[config.mk]
export PLATFORM = sky130hd
export DESIGN_NAME = sdc_config_bank
export DESIGN_NICKNAME = d
export VERILOG_FILES = /design/src/core/sdc_pkg.sv /design/src/core/sdc_shift_in.sv /design/src/core/sdc_config_bank.sv
export VERILOG_INCLUDE_DIRS = /design/src /design/src/core
export SDC_FILE = /design/constraint.sdc
export NUM_CORES = 1
export LEC_CHECK = 0
export BUFFER_PORTS_ARGS = -buffer_cell sky130_fd_sc_hd__buf_4
export CAP_MARGIN = 40
export CORE_MARGIN = 3
export CORE_UTILIZATION = 50
export CTS_CLUSTER_SIZE = 20
export DETAILED_ROUTE_END_ITERATION = 7
export PLACE_DENSITY = 0.75
export SETUP_SLACK_MARGIN = 0.3
export SLEW_MARGIN = 0
export SYNTH_ARGS = -nofsm -noshare
export SYNTH_HDL_FRONTEND = slang
export SYNTH_HIERARCHICAL = 1
export SYNTH_SLANG_ARGS = --single-unit
[constraint.sdc]
create_clock -name clk -period 1.5 [get_ports clk]
set_input_delay 0.225 -clock clk [delete_from_list [all_inputs] [get_ports clk]]
set_output_delay 0.225 -clock clk [all_outputs]
set_load 0.05 [all_outputs]
[src/core/sdc_regs.svh]
// register offsets, field positions and reset values of the divider config bank
`ifndef SDC_REGS_SVH
`define SDC_REGS_SVH
`define SDC_WORD_W 32
`define SDC_ADDR_DIV 3'h0
`define SDC_ADDR_FRL 3'h1
`define SDC_ADDR_REF 3'h2
`define SDC_ADDR_DEV 3'h5
`define SDC_ADDR_STEP 3'h6
`define SDC_ADDR_DLY 3'h7
`define SDC_DIV_RAMP_BIT 31
`define SDC_DIV_MUX_HI 30
`define SDC_DIV_MUX_LO 27
`define SDC_DIV_INT_HI 26
`define SDC_DIV_INT_LO 15
`define SDC_DIV_FMSB_HI 14
`define SDC_DIV_FMSB_LO 3
`define SDC_FRL_PHEN_BIT 28
`define SDC_FRL_FLSB_HI 27
`define SDC_FRL_FLSB_LO 15
`define SDC_FRL_PH_HI 14
`define SDC_FRL_PH_LO 3
`define SDC_REF_CSR_BIT 28
`define SDC_REF_CP_HI 27
`define SDC_REF_CP_LO 24
`define SDC_REF_PRE_BIT 22
`define SDC_REF_HALF_BIT 21
`define SDC_REF_DBL_BIT 20
`define SDC_REF_RCNT_HI 19
`define SDC_REF_RCNT_LO 15
`define SDC_REF_STEP_CLOCK_DIVIDER_HI 14
`define SDC_REF_STEP_CLOCK_DIVIDER_LO 3
`define SDC_RESET_WORD 32'h0000_0000
`endif

[src/core/sdc_pkg.sv]
// types shared by the divider config bank
package sdc_pkg;
  typedef enum logic {SDC_PRE_4_5, SDC_PRE_8_9} sdc_prescale_t;
  typedef struct packed {
    logic ramp_enable;
    logic [3:0] output_mux_select;
    logic [11:0] int_value;
    logic [24:0] fractional_divide_value;
    logic phase_enable;
    logic [11:0] phase_word;
    logic phase_strobe;
    logic cycle_slip_reduce_enable;
    logic [3:0] charge_pump_current;
    sdc_prescale_t prescaler;
    logic reference_halver_enable;
    logic reference_doubler_enable;
    logic [4:0] reference_count;
    logic [11:0] step_clock_divider;
  } sdc_cfg_t;
  typedef struct packed {
    logic [31:0] deviation;
    logic [31:0] step;
    logic [31:0] delay;
  } sdc_sweep_t;
endpackage : sdc_pkg

[src/core/sdc_shift_in.sv]
// three-wire serial word capture with pin synchronisers
`timescale 1ns/1ps
`include "sdc_regs.svh"
module sdc_shift_in
  import sdc_pkg::*;
#(
  parameter int WORD_W = `SDC_WORD_W
) (
  input wire logic clk, // system clock
  input wire logic rst_n, // async reset, active low
  input wire logic ser_clk, // serial clock pin
  input wire logic ser_data, // serial data pin
  input wire logic ser_load, // load enable pin
  output logic [WORD_W-1:0] word, // captured word
  output logic word_valid // one-cycle pulse on load
);
  // the destination code and field layout assume 32-bit words
  if (WORD_W != 32) begin : g_bad_word
    $error("sdc_shift_in: word must be 32 bits");
  end
  logic [2:0] s1_r, s2_r, s1_nxt, s2_nxt;
  logic ck_d_r, ld_d_r, ck_d_nxt, ld_d_nxt;
  logic [WORD_W-1:0] sh_r, sh_nxt, word_r, word_nxt;
  logic vld_r, vld_nxt;
  // sync pins, shift msb first on sck rise, latch on load rise
  always_comb begin
    s1_nxt = {ser_clk, ser_data, ser_load};
    s2_nxt = s1_r;
    ck_d_nxt = s2_r[2];
    ld_d_nxt = s2_r[0];
    sh_nxt = sh_r;
    word_nxt = word_r;
    vld_nxt = 1'b0;
    if (s2_r[2] && !ck_d_r) begin
      sh_nxt = {sh_r[WORD_W-2:0], s2_r[1]};
    end
    if (s2_r[0] && !ld_d_r) begin
      word_nxt = sh_r;
      vld_nxt = 1'b1;
    end
  end
  // register stage
  always_ff @(posedge clk or negedge rst_n) begin
    if (!rst_n) begin
      s1_r <= 3'h0;
      s2_r <= 3'h0;
      ck_d_r <= 1'b0;
      ld_d_r <= 1'b0;
      sh_r <= '0;
      word_r <= '0;
      vld_r <= 1'b0;
    end else begin
      s1_r <= s1_nxt;
      s2_r <= s2_nxt;
      ck_d_r <= ck_d_nxt;
      ld_d_r <= ld_d_nxt;
      sh_r <= sh_nxt;
      word_r <= word_nxt;
      vld_r <= vld_nxt;
    end
  end
  assign word = word_r;
  assign word_valid = vld_r;
endmodule : sdc_shift_in

[src/core/sdc_config_bank.sv]
// write-only configuration register bank of the fractional-n synthesizer
//
// What this block does, and what the host must do
// low three bits route word: 000 divider, 001 fraction low, 010 reference
// divider bit 31 enables the frequency ramp
// divider bits 30:27 select the multiplexed output source
// divider bits 26:15 hold the twelve-bit integer divide value
// fraction is divider 14:3 above fraction-low 27:15, 25 bits
// fraction-low bit 28 enables phase adjustment
// phase word 14:3 advances phase, applied at next divider write
// host sets phase word zero when phase adjust unused
// host writes zero into reserved bits
// reference bit 28 enables cycle slip reduction
// host enables slip reduction only with proper polarity, current, duty
// reference bits 27:24 select charge pump current
// host limits pump current to 0..7 with doubler on
// reference bit 22 selects prescaler 4/5 or 8/9
// host keeps integer at least 23 or 75 per prescaler
// reference bit 21 inserts the divide-by-two halver
// reference bit 20 enables the doubler, both edges active
// buffered settings wait for a following divider write
// host writes fraction low before divider
// reference bits 19:15 divide reference by 1 to 32
// words are 32 bits, payload 31:3, code 2:0, held until rewritten
`timescale 1ns/1ps
`include "sdc_regs.svh"
module sdc_config_bank
  import sdc_pkg::*;
#(
  parameter int WORD_W = `SDC_WORD_W // serial word length in bits
) (
  input wire logic clk, // 200 mhz system clock
  input wire logic rst_n, // async reset, active low
  input wire logic ser_clk, // serial clock pin
  input wire logic ser_data, // serial data pin
  input wire logic ser_load, // load enable pin
  output sdc_cfg_t cfg, // active settings
  output sdc_sweep_t sweep, // sweep register images
  output logic reload_pulse // one-cycle pulse per divider write
);
  // ------------------------------------------------------------
  // elaboration checks
  // ------------------------------------------------------------
  // field positions below assume a 32-bit word
  if (WORD_W != 32) begin : g_bad_word
    $error("sdc_config_bank: word must be 32 bits");
  end
  // struct field widths must agree with the header layout
  if ($bits(cfg.output_mux_select) !=
      `SDC_DIV_MUX_HI - `SDC_DIV_MUX_LO + 1) begin : g_bad_mux
    $error("sdc_config_bank: mux select width mismatch");
  end
  if ($bits(cfg.int_value) !=
      `SDC_DIV_INT_HI - `SDC_DIV_INT_LO + 1) begin : g_bad_int
    $error("sdc_config_bank: integer width mismatch");
  end
  if ($bits(cfg.fractional_divide_value) !=
      `SDC_DIV_FMSB_HI - `SDC_DIV_FMSB_LO +
      `SDC_FRL_FLSB_HI - `SDC_FRL_FLSB_LO + 2) begin : g_bad_fractional_divide_value
    $error("sdc_config_bank: fraction width mismatch");
  end
  if ($bits(cfg.phase_word) !=
      `SDC_FRL_PH_HI - `SDC_FRL_PH_LO + 1) begin : g_bad_phase
    $error("sdc_config_bank: phase word width mismatch");
  end
  if ($bits(cfg.charge_pump_current) !=
      `SDC_REF_CP_HI - `SDC_REF_CP_LO + 1) begin : g_bad_pump
    $error("sdc_config_bank: pump current width mismatch");
  end
  if ($bits(cfg.reference_count) !=
      `SDC_REF_RCNT_HI - `SDC_REF_RCNT_LO + 1) begin : g_bad_rcount
    $error("sdc_config_bank: reference count width mismatch");
  end
  if ($bits(cfg.step_clock_divider) !=
      `SDC_REF_STEP_CLOCK_DIVIDER_HI - `SDC_REF_STEP_CLOCK_DIVIDER_LO + 1) begin : g_bad_step
    $error("sdc_config_bank: step divider width mismatch");
  end

  // ------------------------------------------------------------
  // serial capture
  // ------------------------------------------------------------
  // captured word and its one-cycle load strobe
  logic [WORD_W-1:0] word;
  logic word_valid;
  sdc_shift_in #(.WORD_W(WORD_W)) u_shift (
    .clk(clk),
    .rst_n(rst_n),
    .ser_clk(ser_clk),
    .ser_data(ser_data),
    .ser_load(ser_load),
    .word(word),
    .word_valid(word_valid)
  );

  // ------------------------------------------------------------
  // register images and buffered copies
  // ------------------------------------------------------------
  // live images, as last written by the host
  logic [31:0] div_r, div_nxt, frl_r, frl_nxt, ref_r, ref_nxt;
  // copies in force, taken over on a divider write
  logic [31:0] frl_act_r, frl_act_nxt, ref_act_r, ref_act_nxt;
  logic rel_r, rel_nxt;

  // destination code match, used by every load path
  function automatic logic hit(input logic [31:0] w, input logic [2:0] a);
    hit = (w[2:0] == a);
  endfunction : hit

  // destination decode, codes 011 and 100 match nothing and drop
  always_comb begin
    div_nxt = div_r;
    frl_nxt = frl_r;
    ref_nxt = ref_r;
    if (word_valid) begin
      if (hit(word, `SDC_ADDR_DIV)) begin
        div_nxt = word;
      end else if (hit(word, `SDC_ADDR_FRL)) begin
        frl_nxt = word;
      end else if (hit(word, `SDC_ADDR_REF)) begin
        ref_nxt = word;
      end
    end
  end

  // live image registers, held until rewritten
  always_ff @(posedge clk or negedge rst_n) begin
    if (!rst_n) begin
      div_r <= `SDC_RESET_WORD;
      frl_r <= `SDC_RESET_WORD;
      ref_r <= `SDC_RESET_WORD;
    end else begin
      div_r <= div_nxt;
      frl_r <= frl_nxt;
      ref_r <= ref_nxt;
    end
  end

  // ------------------------------------------------------------
  // buffered copies and reload strobe
  // ------------------------------------------------------------
  // a divider write takes over the pending fraction-low and reference
  always_comb begin
    frl_act_nxt = frl_act_r;
    ref_act_nxt = ref_act_r;
    rel_nxt = 1'b0;
    if (word_valid && hit(word, `SDC_ADDR_DIV)) begin
      frl_act_nxt = frl_r;
      ref_act_nxt = ref_r;
      rel_nxt = 1'b1;
    end
  end

  // buffered copy registers
  always_ff @(posedge clk or negedge rst_n) begin
    if (!rst_n) begin
      frl_act_r <= `SDC_RESET_WORD;
      ref_act_r <= `SDC_RESET_WORD;
      rel_r <= 1'b0;
    end else begin
      frl_act_r <= frl_act_nxt;
      ref_act_r <= ref_act_nxt;
      rel_r <= rel_nxt;
    end
  end

  // ------------------------------------------------------------
  // sweep images, stored raw for the ramp logic
  // ------------------------------------------------------------
  localparam int SWEEP_N = 3; // deviation, step, delay
  localparam logic [2:0] SWEEP_CODE [SWEEP_N] = '{`SDC_ADDR_DEV,
    `SDC_ADDR_STEP, `SDC_ADDR_DLY};
  logic [31:0] swp_r [SWEEP_N];
  logic [31:0] swp_nxt [SWEEP_N];

  // the sweep port carries exactly one word per image
  if ($bits(sweep) != SWEEP_N * 32) begin : g_bad_sweep
    $error("sdc_config_bank: sweep port width mismatch");
  end

  // one identical load path per sweep image
  for (genvar g = 0; g < SWEEP_N; g++) begin : g_sweep
    // load this image when its own code arrives
    always_comb begin
      swp_nxt[g] = swp_r[g];
      if (word_valid && hit(word, SWEEP_CODE[g])) begin
        swp_nxt[g] = word;
      end
    end
    // image register, held until rewritten
    always_ff @(posedge clk or negedge rst_n) begin
      if (!rst_n) begin
        swp_r[g] <= `SDC_RESET_WORD;
      end else begin
        swp_r[g] <= swp_nxt[g];
      end
    end
  end

  // ------------------------------------------------------------
  // field extraction onto the settings struct
  // ------------------------------------------------------------
  // settings struct wired straight from the images
  always_comb begin
    // divider fields act as soon as written
    cfg.ramp_enable = div_r[`SDC_DIV_RAMP_BIT];
    cfg.output_mux_select = div_r[`SDC_DIV_MUX_HI:`SDC_DIV_MUX_LO];
    cfg.int_value = div_r[`SDC_DIV_INT_HI:`SDC_DIV_INT_LO];
    // upper fraction live, lower fraction from the buffered copy
    cfg.fractional_divide_value = {div_r[`SDC_DIV_FMSB_HI:`SDC_DIV_FMSB_LO],
      frl_act_r[`SDC_FRL_FLSB_HI:`SDC_FRL_FLSB_LO]};
    // phase enable is live, the phase word waits for a divider write
    cfg.phase_enable = frl_r[`SDC_FRL_PHEN_BIT];
    cfg.phase_word = frl_act_r[`SDC_FRL_PH_HI:`SDC_FRL_PH_LO];
    cfg.phase_strobe = rel_r & frl_r[`SDC_FRL_PHEN_BIT];
    // slip reduction and prescaler live, reference path buffered
    cfg.cycle_slip_reduce_enable = ref_r[`SDC_REF_CSR_BIT];
    cfg.charge_pump_current = ref_act_r[`SDC_REF_CP_HI:`SDC_REF_CP_LO];
    cfg.prescaler = sdc_prescale_t'(ref_r[`SDC_REF_PRE_BIT]);
    cfg.reference_halver_enable = ref_act_r[`SDC_REF_HALF_BIT];
    cfg.reference_doubler_enable = ref_act_r[`SDC_REF_DBL_BIT];
    cfg.reference_count = ref_act_r[`SDC_REF_RCNT_HI:`SDC_REF_RCNT_LO];
    cfg.step_clock_divider =
      ref_act_r[`SDC_REF_STEP_CLOCK_DIVIDER_HI:`SDC_REF_STEP_CLOCK_DIVIDER_LO];
  end

  // sweep images and reload strobe to the ports
  assign sweep = '{deviation: swp_r[0], step: swp_r[1], delay: swp_r[2]};
  assign reload_pulse = rel_r;
endmodule : sdc_config_bank

After elaboration in Yosys (flattened, before gate mapping)
Index checks and enable logic that the tools add are counted.

word-level totals
  logic and storage cells = 38
  output and inout bits = 178
  register bits after elaboration = 316
  input port bits = 5

cells by class
  reduce and logical (&&, ||, !) cells = 12
  equal/unequal tests = 5
  mux-type cells = 2
  bitwise operators = 3

operators with widths
  operator              count
  $eq A3 B3 Y1 const B  3
  $logic_and A1 B1 Y1   6
  $reduce_and A4 Y1     1
  $eq A3 B1 Y1 const B  1
  $eq A3 B2 Y1 const B  1
  $logic_not A3 Y1      1
  $reduce_and A3 Y1     1
  $logic_not A1 Y1      2
  $mux W1               2
  $not A1 Y1            2
  $reduce_and A2 Y1     1
  $and A1 B1 Y1         1

Logic depth before layout (Yosys ltp)
Gate-level depths: netlist of the first run.

  depth in word-level cells = 3
  mapped depth = 5
  mapped depth without buffers = 2

Cells and area by module
Netlist of the first run, hierarchy kept.

by module, submodules not included
  module           instances  cells each  area an instance (µm²)  seq. area each (µm²)
  sdc_config_bank  1          483         8339.2                  5630.4
  sdc_shift_in     1          148         2882.8                  1826.8

Worst setup path before layout of the first run
Ideal clock, no wire load.

  path type = reg-to-reg
  from = reg u_shift.word_r[2] (netlist: u_shift/word[2])
  to = reg div_r[10]
  required time = 1.372 ns
  setup time = 0.128 ns
  buffers on the path = 3
  data arrival time = 1.487 ns
  clock period less this slack = 1.615 ns
  slack = -0.115 ns
  stages on the path, launching flop included = 6
  cells stage by stage = dfrtp_1 > buf_2 > nor4b_4 > buf_4 > buf_4 > mux2_1

between the ends
  longest elaborated chain between the ends = 2

ends and longest elaborated chain
  element                      line                    text
  start, declared              sdc_shift_in.sv:23      logic [WORD_W-1:0] sh_r, sh_nxt, word_r, word_nxt;
  start signal, assigned       sdc_shift_in.sv:58      word_r <= word_nxt;
  $logic_not A3 Y1             sdc_config_bank.sv:106  hit = (w[2:0] == a);
  $reduce_and A2 Y1 (no line)  -
  end signal, assigned         sdc_config_bank.sv:128  div_r <= `SDC_RESET_WORD;
  end signal, assigned         sdc_config_bank.sv:132  div_r <= div_nxt;
  end, declared                sdc_config_bank.sv:99   logic [31:0] div_r, div_nxt, frl_r, frl_nxt, ref_r, ref_nxt;

Every way passes these cells.
A chain may end at the register's enable or synchronous reset.

Worst setup path after layout of the first run
  from = reg u_shift.word_r[2] (netlist: u_shift/word[2])
  to = reg frl_r[8]

between the ends
  longest elaborated chain between the ends = 3
  elaborated cells between the ends (all ways) = 4
  those cells by class = eq/ne: 1; bitwise: 1; reduce/logical: 2

ends and longest elaborated chain
  element                          line                    text
  $logic_not A3 Y1                 sdc_config_bank.sv:106
  $not A1 Y1 (no line)             -
  $reduce_and A3 Y1 (no line) (*)  -
  end signal, assigned             sdc_config_bank.sv:129  frl_r <= `SDC_RESET_WORD;
  end signal, assigned             sdc_config_bank.sv:133  frl_r <= frl_nxt;
  end, declared                    sdc_config_bank.sv:99

Mark *: on every way between the ends. The rest lies on a longest branch, timed or not.

==> run_summary.xml, run 1 <==
<?xml version="1.0" encoding="UTF-8"?>
<metrics>
  <group name="route">
    <metric name="route.vias.total" unit="">6802</metric>
    <metric name="post_drt_via_cell_ratio" unit="">5.29</metric>
    <metric name="route.detailed.wl_per_inst" unit="um">24.4</metric>
    <metric name="detailedRoute.firstPassIterationCount" unit="">4</metric>
    <metric name="post-route-drc-count" unit="">0</metric>
    <metric name="detail-route-antenna-nets" unit="">0</metric>
    <metric name="drt-initial-drc-count" unit="">342</metric>
    <metric name="detail_route.wirelength" unit="um">31400</metric>
  </group>
  <group name="sta">
    <metric name="tightestPinTransition" unit="ns">0.437</metric>
    <metric name="final_period_minus_worst_setup_slack" unit="ns">1.69</metric>
    <metric name="timing.hold.ws" unit="ns">0.209</metric>
    <metric name="report.final.slew_viol_count" unit="">0</metric>
    <metric name="timing_hold_violations_final" unit="">0</metric>
    <metric name="max-slew-margin-rel" unit="%">70.9</metric>
    <metric name="setup_repair_after_global_routing_missed_its_margin" unit="">true</metric>
    <metric name="max_freq" unit="MHz">593</metric>
    <metric name="crit_share_post_route" unit="%">112</metric>
    <metric name="final_setup_violation_count" unit="">219</metric>
    <metric name="clock_skew" unit="ns">0.0119</metric>
    <metric name="final.setup.worst_slack" unit="ns">-0.185</metric>
  </group>
  <group name="logic_synthesis">
    <metric name="mapped_avg_cell_area" unit="um^2">17.8</metric>
    <metric name="synth.mux.area_fraction" unit="%">30.0</metric>
    <metric name="main_combinational_cell_family_by_area_after_synthesis" unit="">multiplexers</metric>
    <metric name="synth_compound_area_share" unit="%">0</metric>
    <metric name="synth_simple_gate_area_share" unit="%">1.34</metric>
    <metric name="post_synth_xor_area_fraction" unit="%">0</metric>
    <metric name="post_synth_num_cell_types" unit="">16</metric>
    <metric name="post_synth_instance_area" unit="um^2">11200</metric>
    <metric name="synth-adder-area-share" unit="%">0</metric>
    <metric name="syn-instance-count" unit="">631</metric>
    <metric name="yosysSeqAreaShare" unit="%">66.5</metric>
    <metric name="postSynthNetCount" unit="">636</metric>
    <metric name="ffs_latches_synth" unit="">298</metric>
    <metric name="synth_warn" unit="">6</metric>
  </group>
  <group name="setup_path">
    <metric name="worst_setup_path_startpoint" unit="">u_shift/word[2]</metric>
    <metric name="rrSetupSlack" unit="ns">-0.19</metric>
    <metric name="worst_setup_path_end_kind" unit="">flop</metric>
    <metric name="reg2reg_to" unit="">frl_r[8]</metric>
    <metric name="timing.critical_path.to" unit="">frl_r[8]</metric>
    <metric name="ff_to_ff_path_depth" unit="">5</metric>
    <metric name="worst_ep_arrival_time" unit="ns">2.10</metric>
    <metric name="setup.worst_path.start_class" unit="">flop</metric>
    <metric name="critPathRequiredTime" unit="ns">1.92</metric>
    <metric name="reg2reg_from" unit="">u_shift/word[2]</metric>
    <metric name="worstSetupPathType" unit="">flop to flop</metric>
    <metric name="critical_path_peak_fanout" unit="">5</metric>
  </group>
  <group name="clock_network">
    <metric name="cts_made_buffers" unit="">30</metric>
    <metric name="cts.reportedPaths.clkPinSlew" unit="ns">0.07</metric>
    <metric name="tritoncts_clock_tree" unit="">done</metric>
    <metric name="cts.sink_count" unit="">298</metric>
    <metric name="h-tree-depth" unit="">1</metric>
    <metric name="clock_insertion_delay_worst_skew" unit="ns">0.54</metric>
    <metric name="clk_path_buf_depth" unit="">3</metric>
    <metric name="clk_root_buffer_cell" unit="">sky130_fd_sc_hd__clkbuf_16</metric>
  </group>
  <group name="global_routing">
    <metric name="grt_util_all_layers" unit="%">22.2</metric>
    <metric name="largest_net_degree_at_the_start_of_global_routing" unit="">59</metric>
    <metric name="grt_pass1_wl" unit="um">42400</metric>
    <metric name="global_route.overflow_total" unit="">0</metric>
    <metric name="number_of_antenna_violations_at_the_first_check_in_global_routing" unit="">0</metric>
    <metric name="number_of_global_route_vias_before_repair" unit="">7110</metric>
  </group>
  <group name="cells_and_area">
    <metric name="drive_gt1_share" unit="%">68.0</metric>
    <metric name="final_common_cell" unit="">sky130_fd_sc_hd__dfrtp_1</metric>
    <metric name="antenna-diode-count" unit="">0</metric>
    <metric name="syn2layout_area_growth" unit="%">51.8</metric>
    <metric name="nNetsFinal" unit="">987</metric>
    <metric name="fin_area" unit="um^2">17000</metric>
    <metric name="num-fill-cells" unit="">1118</metric>
    <metric name="layout.cells.most_common_list" unit="">sky130_fd_sc_hd__dfrtp_1, sky130_fd_sc_hd__buf_6, sky130_fd_sc_hd__mux2_4</metric>
  </group>
  <group name="power_and_ir_drop">
    <metric name="power_density" unit="nW/um^2">1530</metric>
    <metric name="ir_worst_vdd" unit="mV">1.08</metric>
    <metric name="static-leakage-power" unit="nW">8.90</metric>
  </group>
  <group name="flow_run">
    <metric name="maxCapViolCount" unit="">0</metric>
  </group>
  <group name="status">
    <metric name="outcome" unit="">finished, violations left</metric>
    <metric name="violations" unit="">negative setup slack</metric>
  </group>
  <group name="die">
    <metric name="fp.dieW" unit="um">156</metric>
    <metric name="ios" unit="">183</metric>
    <metric name="die_h" unit="um">156</metric>
    <metric name="floorplan.rows" unit="">54</metric>
    <metric name="die_area" unit="um^2">24300</metric>
    <metric name="core_region_area" unit="um^2">22000</metric>
    <metric name="floorplan.initialDensity" unit="%">51.1</metric>
  </group>
  <group name="worst_hold_path">
    <metric name="min-delay-path-class" unit="">primary input to asynchronous set/reset pin</metric>
  </group>
  <group name="place">
    <metric name="gp_routability_congestion" unit="">0.748</metric>
    <metric name="place.port_buffers" unit="">182</metric>
    <metric name="detailedPlace.worstSlack" unit="ns">-0.194</metric>
    <metric name="half_perimeter_wire_length_of_the_detailed_placement_result" unit="um">16100</metric>
    <metric name="placedInstanceArea" unit="um^2">13400</metric>
  </group>
</metrics>
## how the worst min path moves through the flow
stage / from / to / slack [ns] / depth (start not counted)
2_1_floorplan: rst_n / div_r[10] / -0.07 / 0
3_3_place_gp: rst_n / frl_act_r[13] / 0.17 / 1
3_5_place_dp: rst_n / div_r[13] / 0.17 / 1
4_1_cts: rst_n / div_r[13] / 0.21 / 2
5_1_grt: rst_n / div_r[13] / 0.25 / 2
6_report: rst_n / ref_act_r[9] / 0.21 / 2
## logic make-up after synthesis
kind of cell / after synthesis
simple gates: 18
flops: 298
mux: 279
buf+inv: 36
## registers in the layout, indices dropped and copies added (netlist names), 23 cells and up
name / cells
div_r: 29
frl_act_r: 25
frl_r: 26
ref_act_r: 23
ref_r: 25
sweep: 96
u_shift/sh_r: 32
u_shift/word: 32
## cell usage after synthesis
cell / count / area share [%]
sky130_fd_sc_hd__and2_1: 3 / 0.17
sky130_fd_sc_hd__buf_2: 18 / 0.80
sky130_fd_sc_hd__buf_4: 9 / 0.60
sky130_fd_sc_hd__buf_6: 8 / 0.80
sky130_fd_sc_hd__dfrtp_1: 298 / 66
sky130_fd_sc_hd__inv_1: 1 / 0.033
sky130_fd_sc_hd__mux2_1: 19 / 1.9
sky130_fd_sc_hd__mux2_2: 201 / 20
sky130_fd_sc_hd__mux2_4: 59 / 7.9
sky130_fd_sc_hd__nand2b_1: 7 / 0.39
sky130_fd_sc_hd__nand2b_4: 1 / 0.12
sky130_fd_sc_hd__nand4_1: 1 / 0.056
sky130_fd_sc_hd__nand4b_1: 2 / 0.16
sky130_fd_sc_hd__nor2b_1: 1 / 0.056
sky130_fd_sc_hd__nor4b_4: 1 / 0.21
sky130_fd_sc_hd__nor4bb_1: 2 / 0.18
## metal layers
| metal | GRT usage, % | vias up | wire length, um |
|---|---|---|---|
| met5 | 0 | - | 0 |
| met4 | 6.18 | 0 | 739 |
| met3 | 2.94 | 47 | 1200 |
| met2 | 37.6 | 185 | 16500 |
| met1 | 30.6 | 3651 | 13000 |
| li1 | - | 2919 | - |
## worst max-delay path, cell delays in order, from the launching register on
cell and delay, ns:
sky130_fd_sc_hd__dfrtp_2 0.46, sky130_fd_sc_hd__buf_6 0.14, sky130_fd_sc_hd__nor4bb_4 0.31, sky130_fd_sc_hd__buf_4 0.21
sky130_fd_sc_hd__buf_8 0.14, sky130_fd_sc_hd__mux2_4 0.31
## area by class of cell
class                      instances  area, um^2  share of cell area [%]
clock buffer                      48         940                    5.51
tap                              280         350                    2.06
multi-input combinational        297        4090                    24.0
sequential                       298        7460                    43.8
clock inverter                     7         113                   0.661
timing repair buffer             354        4080                    24.0
inverter                           1        3.75                  0.0220
## what timing repair did
item | in CTS | in global routing
hold buffers | 4 | 0
pin swaps | 2 | 2
resized for setup | 192 | 150
gates cloned | 12 | 6
setup endpoints to repair | 426 | 463
buffers inserted | 52 | 62
endpoints found under the hold margin | 167 | 0
## per-stage QoR
stage	util [%]	std cells	power, mW	setup TNS, ns
floorplan	-	631	14.3	-7.13
global placement	61.1	1094	16.1	-13.24
detailed placement	61.1	1094	16.3	-23.09
CTS	72.1	1217	24.9	-19.56
global route	77.6	1285	26.9	-36.14
finish	77.6	1285	26.1	-25.64
## power breakdown
| group | internal, mW | switching, mW |
|---|---|---|
| Combinational | 3.73 | 3.82 |
| Clock | 4.78 | 3.09 |
| Sequential | 9.28 | 1.37 |
| Total | 17.8 | 8.28 |
Power figures use the tool's default switching activity.
==> run 2, diff against run 1 <==
- REMOVE_ABC_BUFFERS: unset -> 1
==> run 2 against run 1 <==
Clock-buffer cell count is 5 lower. The flow still finishes with violations (negative setup slack). Die area did not move. Largest power group unchanged. Worst hold slack worse by 0.050 ns. Flip-flop and latch count stayed put. Wire length shrank 9.6%. Utilization fell by 1.3 points. Sequential power is essentially flat. Critical endpoint is now ref_r[6]. Clock power is 8.3% lower.
==> run_summary.xml, run 2 (synthesized netlist as in run 1, its figures left out) <==
<?xml version="1.0" encoding="UTF-8"?>
<metrics>
  <group name="cells_and_area">
    <metric name="fin_util" unit="%">76.3</metric>
    <metric name="syn2layout_area_growth" unit="%">49.3</metric>
    <metric name="nNetsFinal" unit="">978</metric>
    <metric name="layout.cells.most_common_list" unit="">sky130_fd_sc_hd__dfrtp_1, sky130_fd_sc_hd__buf_6, sky130_fd_sc_hd__mux2_4</metric>
    <metric name="antenna-diode-count" unit="">0</metric>
    <metric name="final_common_cell" unit="">sky130_fd_sc_hd__dfrtp_1</metric>
    <metric name="layout.area.seq" unit="um^2">7460</metric>
    <metric name="multi_input_area" unit="um^2">4000</metric>
    <metric name="num-fill-cells" unit="">1219</metric>
    <metric name="drive_gt1_share" unit="%">67.1</metric>
    <metric name="largest_reg_flops" unit="">96</metric>
    <metric name="fin_area" unit="um^2">16800</metric>
  </group>
  <group name="clock_network">
    <metric name="cts.sink_count" unit="">298</metric>
    <metric name="cts_made_buffers" unit="">29</metric>
    <metric name="tritoncts_clock_tree" unit="">done</metric>
    <metric name="clock_insertion_delay_worst_skew" unit="ns">0.53</metric>
    <metric name="h-tree-depth" unit="">1</metric>
    <metric name="clk_root_buffer_cell" unit="">sky130_fd_sc_hd__clkbuf_16</metric>
    <metric name="cts.reportedPaths.clkPinSlew" unit="ns">0.06</metric>
    <metric name="clk_path_buf_depth" unit="">3</metric>
  </group>
  <group name="setup_path">
    <metric name="cp.buffers_inverters" unit="">4</metric>
    <metric name="worst_setup_path_end_kind" unit="">flop</metric>
    <metric name="critical-path-slowest-cell" unit="">sky130_fd_sc_hd__dfrtp_2</metric>
    <metric name="worstSetupPathType" unit="">flop to flop</metric>
    <metric name="critical_path_peak_fanout" unit="">5</metric>
    <metric name="crit_path_largest_cell_delay" unit="ns">0.45</metric>
    <metric name="most_numerous_cell_on_the_critical_path" unit="">sky130_fd_sc_hd__buf_6</metric>
    <metric name="crit_chain" unit="">buf_6, nor4bb_4, buf_6, buf_6, buf_12, mux2_4</metric>
    <metric name="setup.worst_path.start_class" unit="">flop</metric>
    <metric name="cpLargestDelayFamily" unit="">buffers and inverters</metric>
    <metric name="critPathRequiredTime" unit="ns">1.90</metric>
    <metric name="worst_ep_arrival_time" unit="ns">2.08</metric>
  </group>
  <group name="global_routing">
    <metric name="global_route.overflow_total" unit="">0</metric>
    <metric name="largest_net_degree_at_the_start_of_global_routing" unit="">73</metric>
    <metric name="grt_util_all_layers" unit="%">21.4</metric>
    <metric name="grt_pass1_wl" unit="um">41000</metric>
    <metric name="number_of_global_route_vias_before_repair" unit="">6999</metric>
    <metric name="number_of_antenna_violations_at_the_first_check_in_global_routing" unit="">0</metric>
  </group>
  <group name="route">
    <metric name="route.detailed.wl_per_inst" unit="um">22.3</metric>
    <metric name="route.vias.total" unit="">6572</metric>
    <metric name="drt-initial-drc-count" unit="">302</metric>
    <metric name="detailedRoute.firstPassIterationCount" unit="">4</metric>
    <metric name="detail-route-antenna-nets" unit="">0</metric>
    <metric name="post_drt_via_cell_ratio" unit="">5.16</metric>
    <metric name="detail_route.wirelength" unit="um">28400</metric>
    <metric name="post-route-drc-count" unit="">0</metric>
  </group>
  <group name="place">
    <metric name="gp_routability_congestion" unit="">0.734</metric>
    <metric name="placedInstanceArea" unit="um^2">13100</metric>
    <metric name="place.port_buffers" unit="">182</metric>
    <metric name="half_perimeter_wire_length_of_the_detailed_placement_result" unit="um">15400</metric>
    <metric name="detailedPlace.worstSlack" unit="ns">-0.246</metric>
  </group>
  <group name="die">
    <metric name="fp.dieW" unit="um">156</metric>
    <metric name="ios" unit="">183</metric>
    <metric name="core_region_area" unit="um^2">22000</metric>
    <metric name="die_area" unit="um^2">24300</metric>
    <metric name="floorplan.initialDensity" unit="%">51.1</metric>
    <metric name="floorplan.rows" unit="">54</metric>
    <metric name="die_h" unit="um">156</metric>
  </group>
  <group name="sta">
    <metric name="setup_repair_after_global_routing_missed_its_margin" unit="">true</metric>
    <metric name="final.setup.worst_slack" unit="ns">-0.173</metric>
    <metric name="report.final.slew_viol_count" unit="">0</metric>
    <metric name="max_freq" unit="MHz">598</metric>
    <metric name="finalSetupTns" unit="ns">-20.77</metric>
    <metric name="final_period_minus_worst_setup_slack" unit="ns">1.67</metric>
    <metric name="tightestPinTransition" unit="ns">0.380</metric>
    <metric name="max-slew-margin-rel" unit="%">74.6</metric>
    <metric name="clock_skew" unit="ns">0.00910</metric>
    <metric name="crit_share_post_route" unit="%">112</metric>
    <metric name="final_setup_violation_count" unit="">206</metric>
    <metric name="timing_hold_violations_final" unit="">0</metric>
  </group>
  <group name="power_and_ir_drop">
    <metric name="power_density" unit="nW/um^2">1490</metric>
    <metric name="ir_worst_vdd" unit="mV">1.70</metric>
    <metric name="power" unit="mW">25.0</metric>
    <metric name="static-leakage-power" unit="nW">8.70</metric>
  </group>
  <group name="flow_run">
    <metric name="maxCapViolCount" unit="">0</metric>
  </group>
  <group name="status">
    <metric name="violations" unit="">negative setup slack</metric>
    <metric name="outcome" unit="">finished, violations left</metric>
  </group>
  <group name="worst_hold_path">
    <metric name="min-delay-path-class" unit="">primary input to asynchronous set/reset pin</metric>
  </group>
</metrics>
[run 2: cell count changes in the layout (fill, tap and decap cells not counted), moves of 3 or more]
cell	before	now
sky130_fd_sc_hd__mux2_2	79	94
sky130_fd_sc_hd__nand2b_1	1	6
sky130_fd_sc_hd__clkbuf_8	10	7
sky130_fd_sc_hd__clkinv_2	3	6
sky130_fd_sc_hd__buf_6	198	192
sky130_fd_sc_hd__nand2b_4	7	2
sky130_fd_sc_hd__buf_8	12	6
sky130_fd_sc_hd__mux2_4	188	174
[run 2: repair_timing]
| item | CTS | global route |
|---|---|---|
| cloned | 9 | 9 |
| setup endpoints to repair | 418 | 434 |
| setup buffers | 56 | 55 |
| hold buffers | 4 | 0 |
| resized for setup | 233 | 130 |
| endpoints found under the hold margin | 301 | 0 |
| pin swaps | 2 | 3 |
[run 2: stage by stage]
stage / std cells / hold slack [ns]
3_3_place_gp: 1089 / 0.105
6_report: 1274 / 0.158
3_5_place_dp: 1089 / 0.107
5_1_grt: 1274 / 0.160
2_1_floorplan: 596 / -0.0706
4_1_cts: 1210 / 0.145
[run 2: worst paths after layout]
| check | from | to | slack [ns] | cells past startpoint |
|---|---|---|---|---|
| setup / recovery | u_shift/word[2] | ref_r[6] | -0.17 | 6 |
| hold / removal | rst_n | ref_r[7] | 0.16 | 2 |
| setup reg to reg | u_shift/word[2] | ref_r[6] | -0.17 | 6 |
| hold reg to reg | u_shift/s1_r[2] | u_shift/s2_r[2] | 0.35 | 0 |
| max in group asynchronous | rst_n | sweep[86] | 0.68 | 3 |
| min in group clk | u_shift/s1_r[2] | u_shift/s2_r[2] | 0.35 | 0 |
[run 2: per-layer routing]
layer	track usage [%]	share of wire [%]	routed length, um	up-vias
li1	-	-	-	2900
met1	29.5	43	12200	3477
met2	36.7	51	14500	162
met3	3.80	4.3	1210	33
met4	3.70	1.6	462	0
met5	0	0	0	-
[run 2: cell type report]
class	instances	area share (%)
clock buffer	43	5.06
clock inverter	9	0.590
inverter	1	0.0224
multi-input combinational	297	23.9
sequential	298	44.5
tap	280	2.09
timing repair buffer	346	23.9
[run 2: power by group]
part | internal [mW] | switching [mW]
Combinational | 3.57 | 3.67
Clock | 4.24 | 2.98
Sequential | 9.28 | 1.23
Total | 17.1 | 7.88
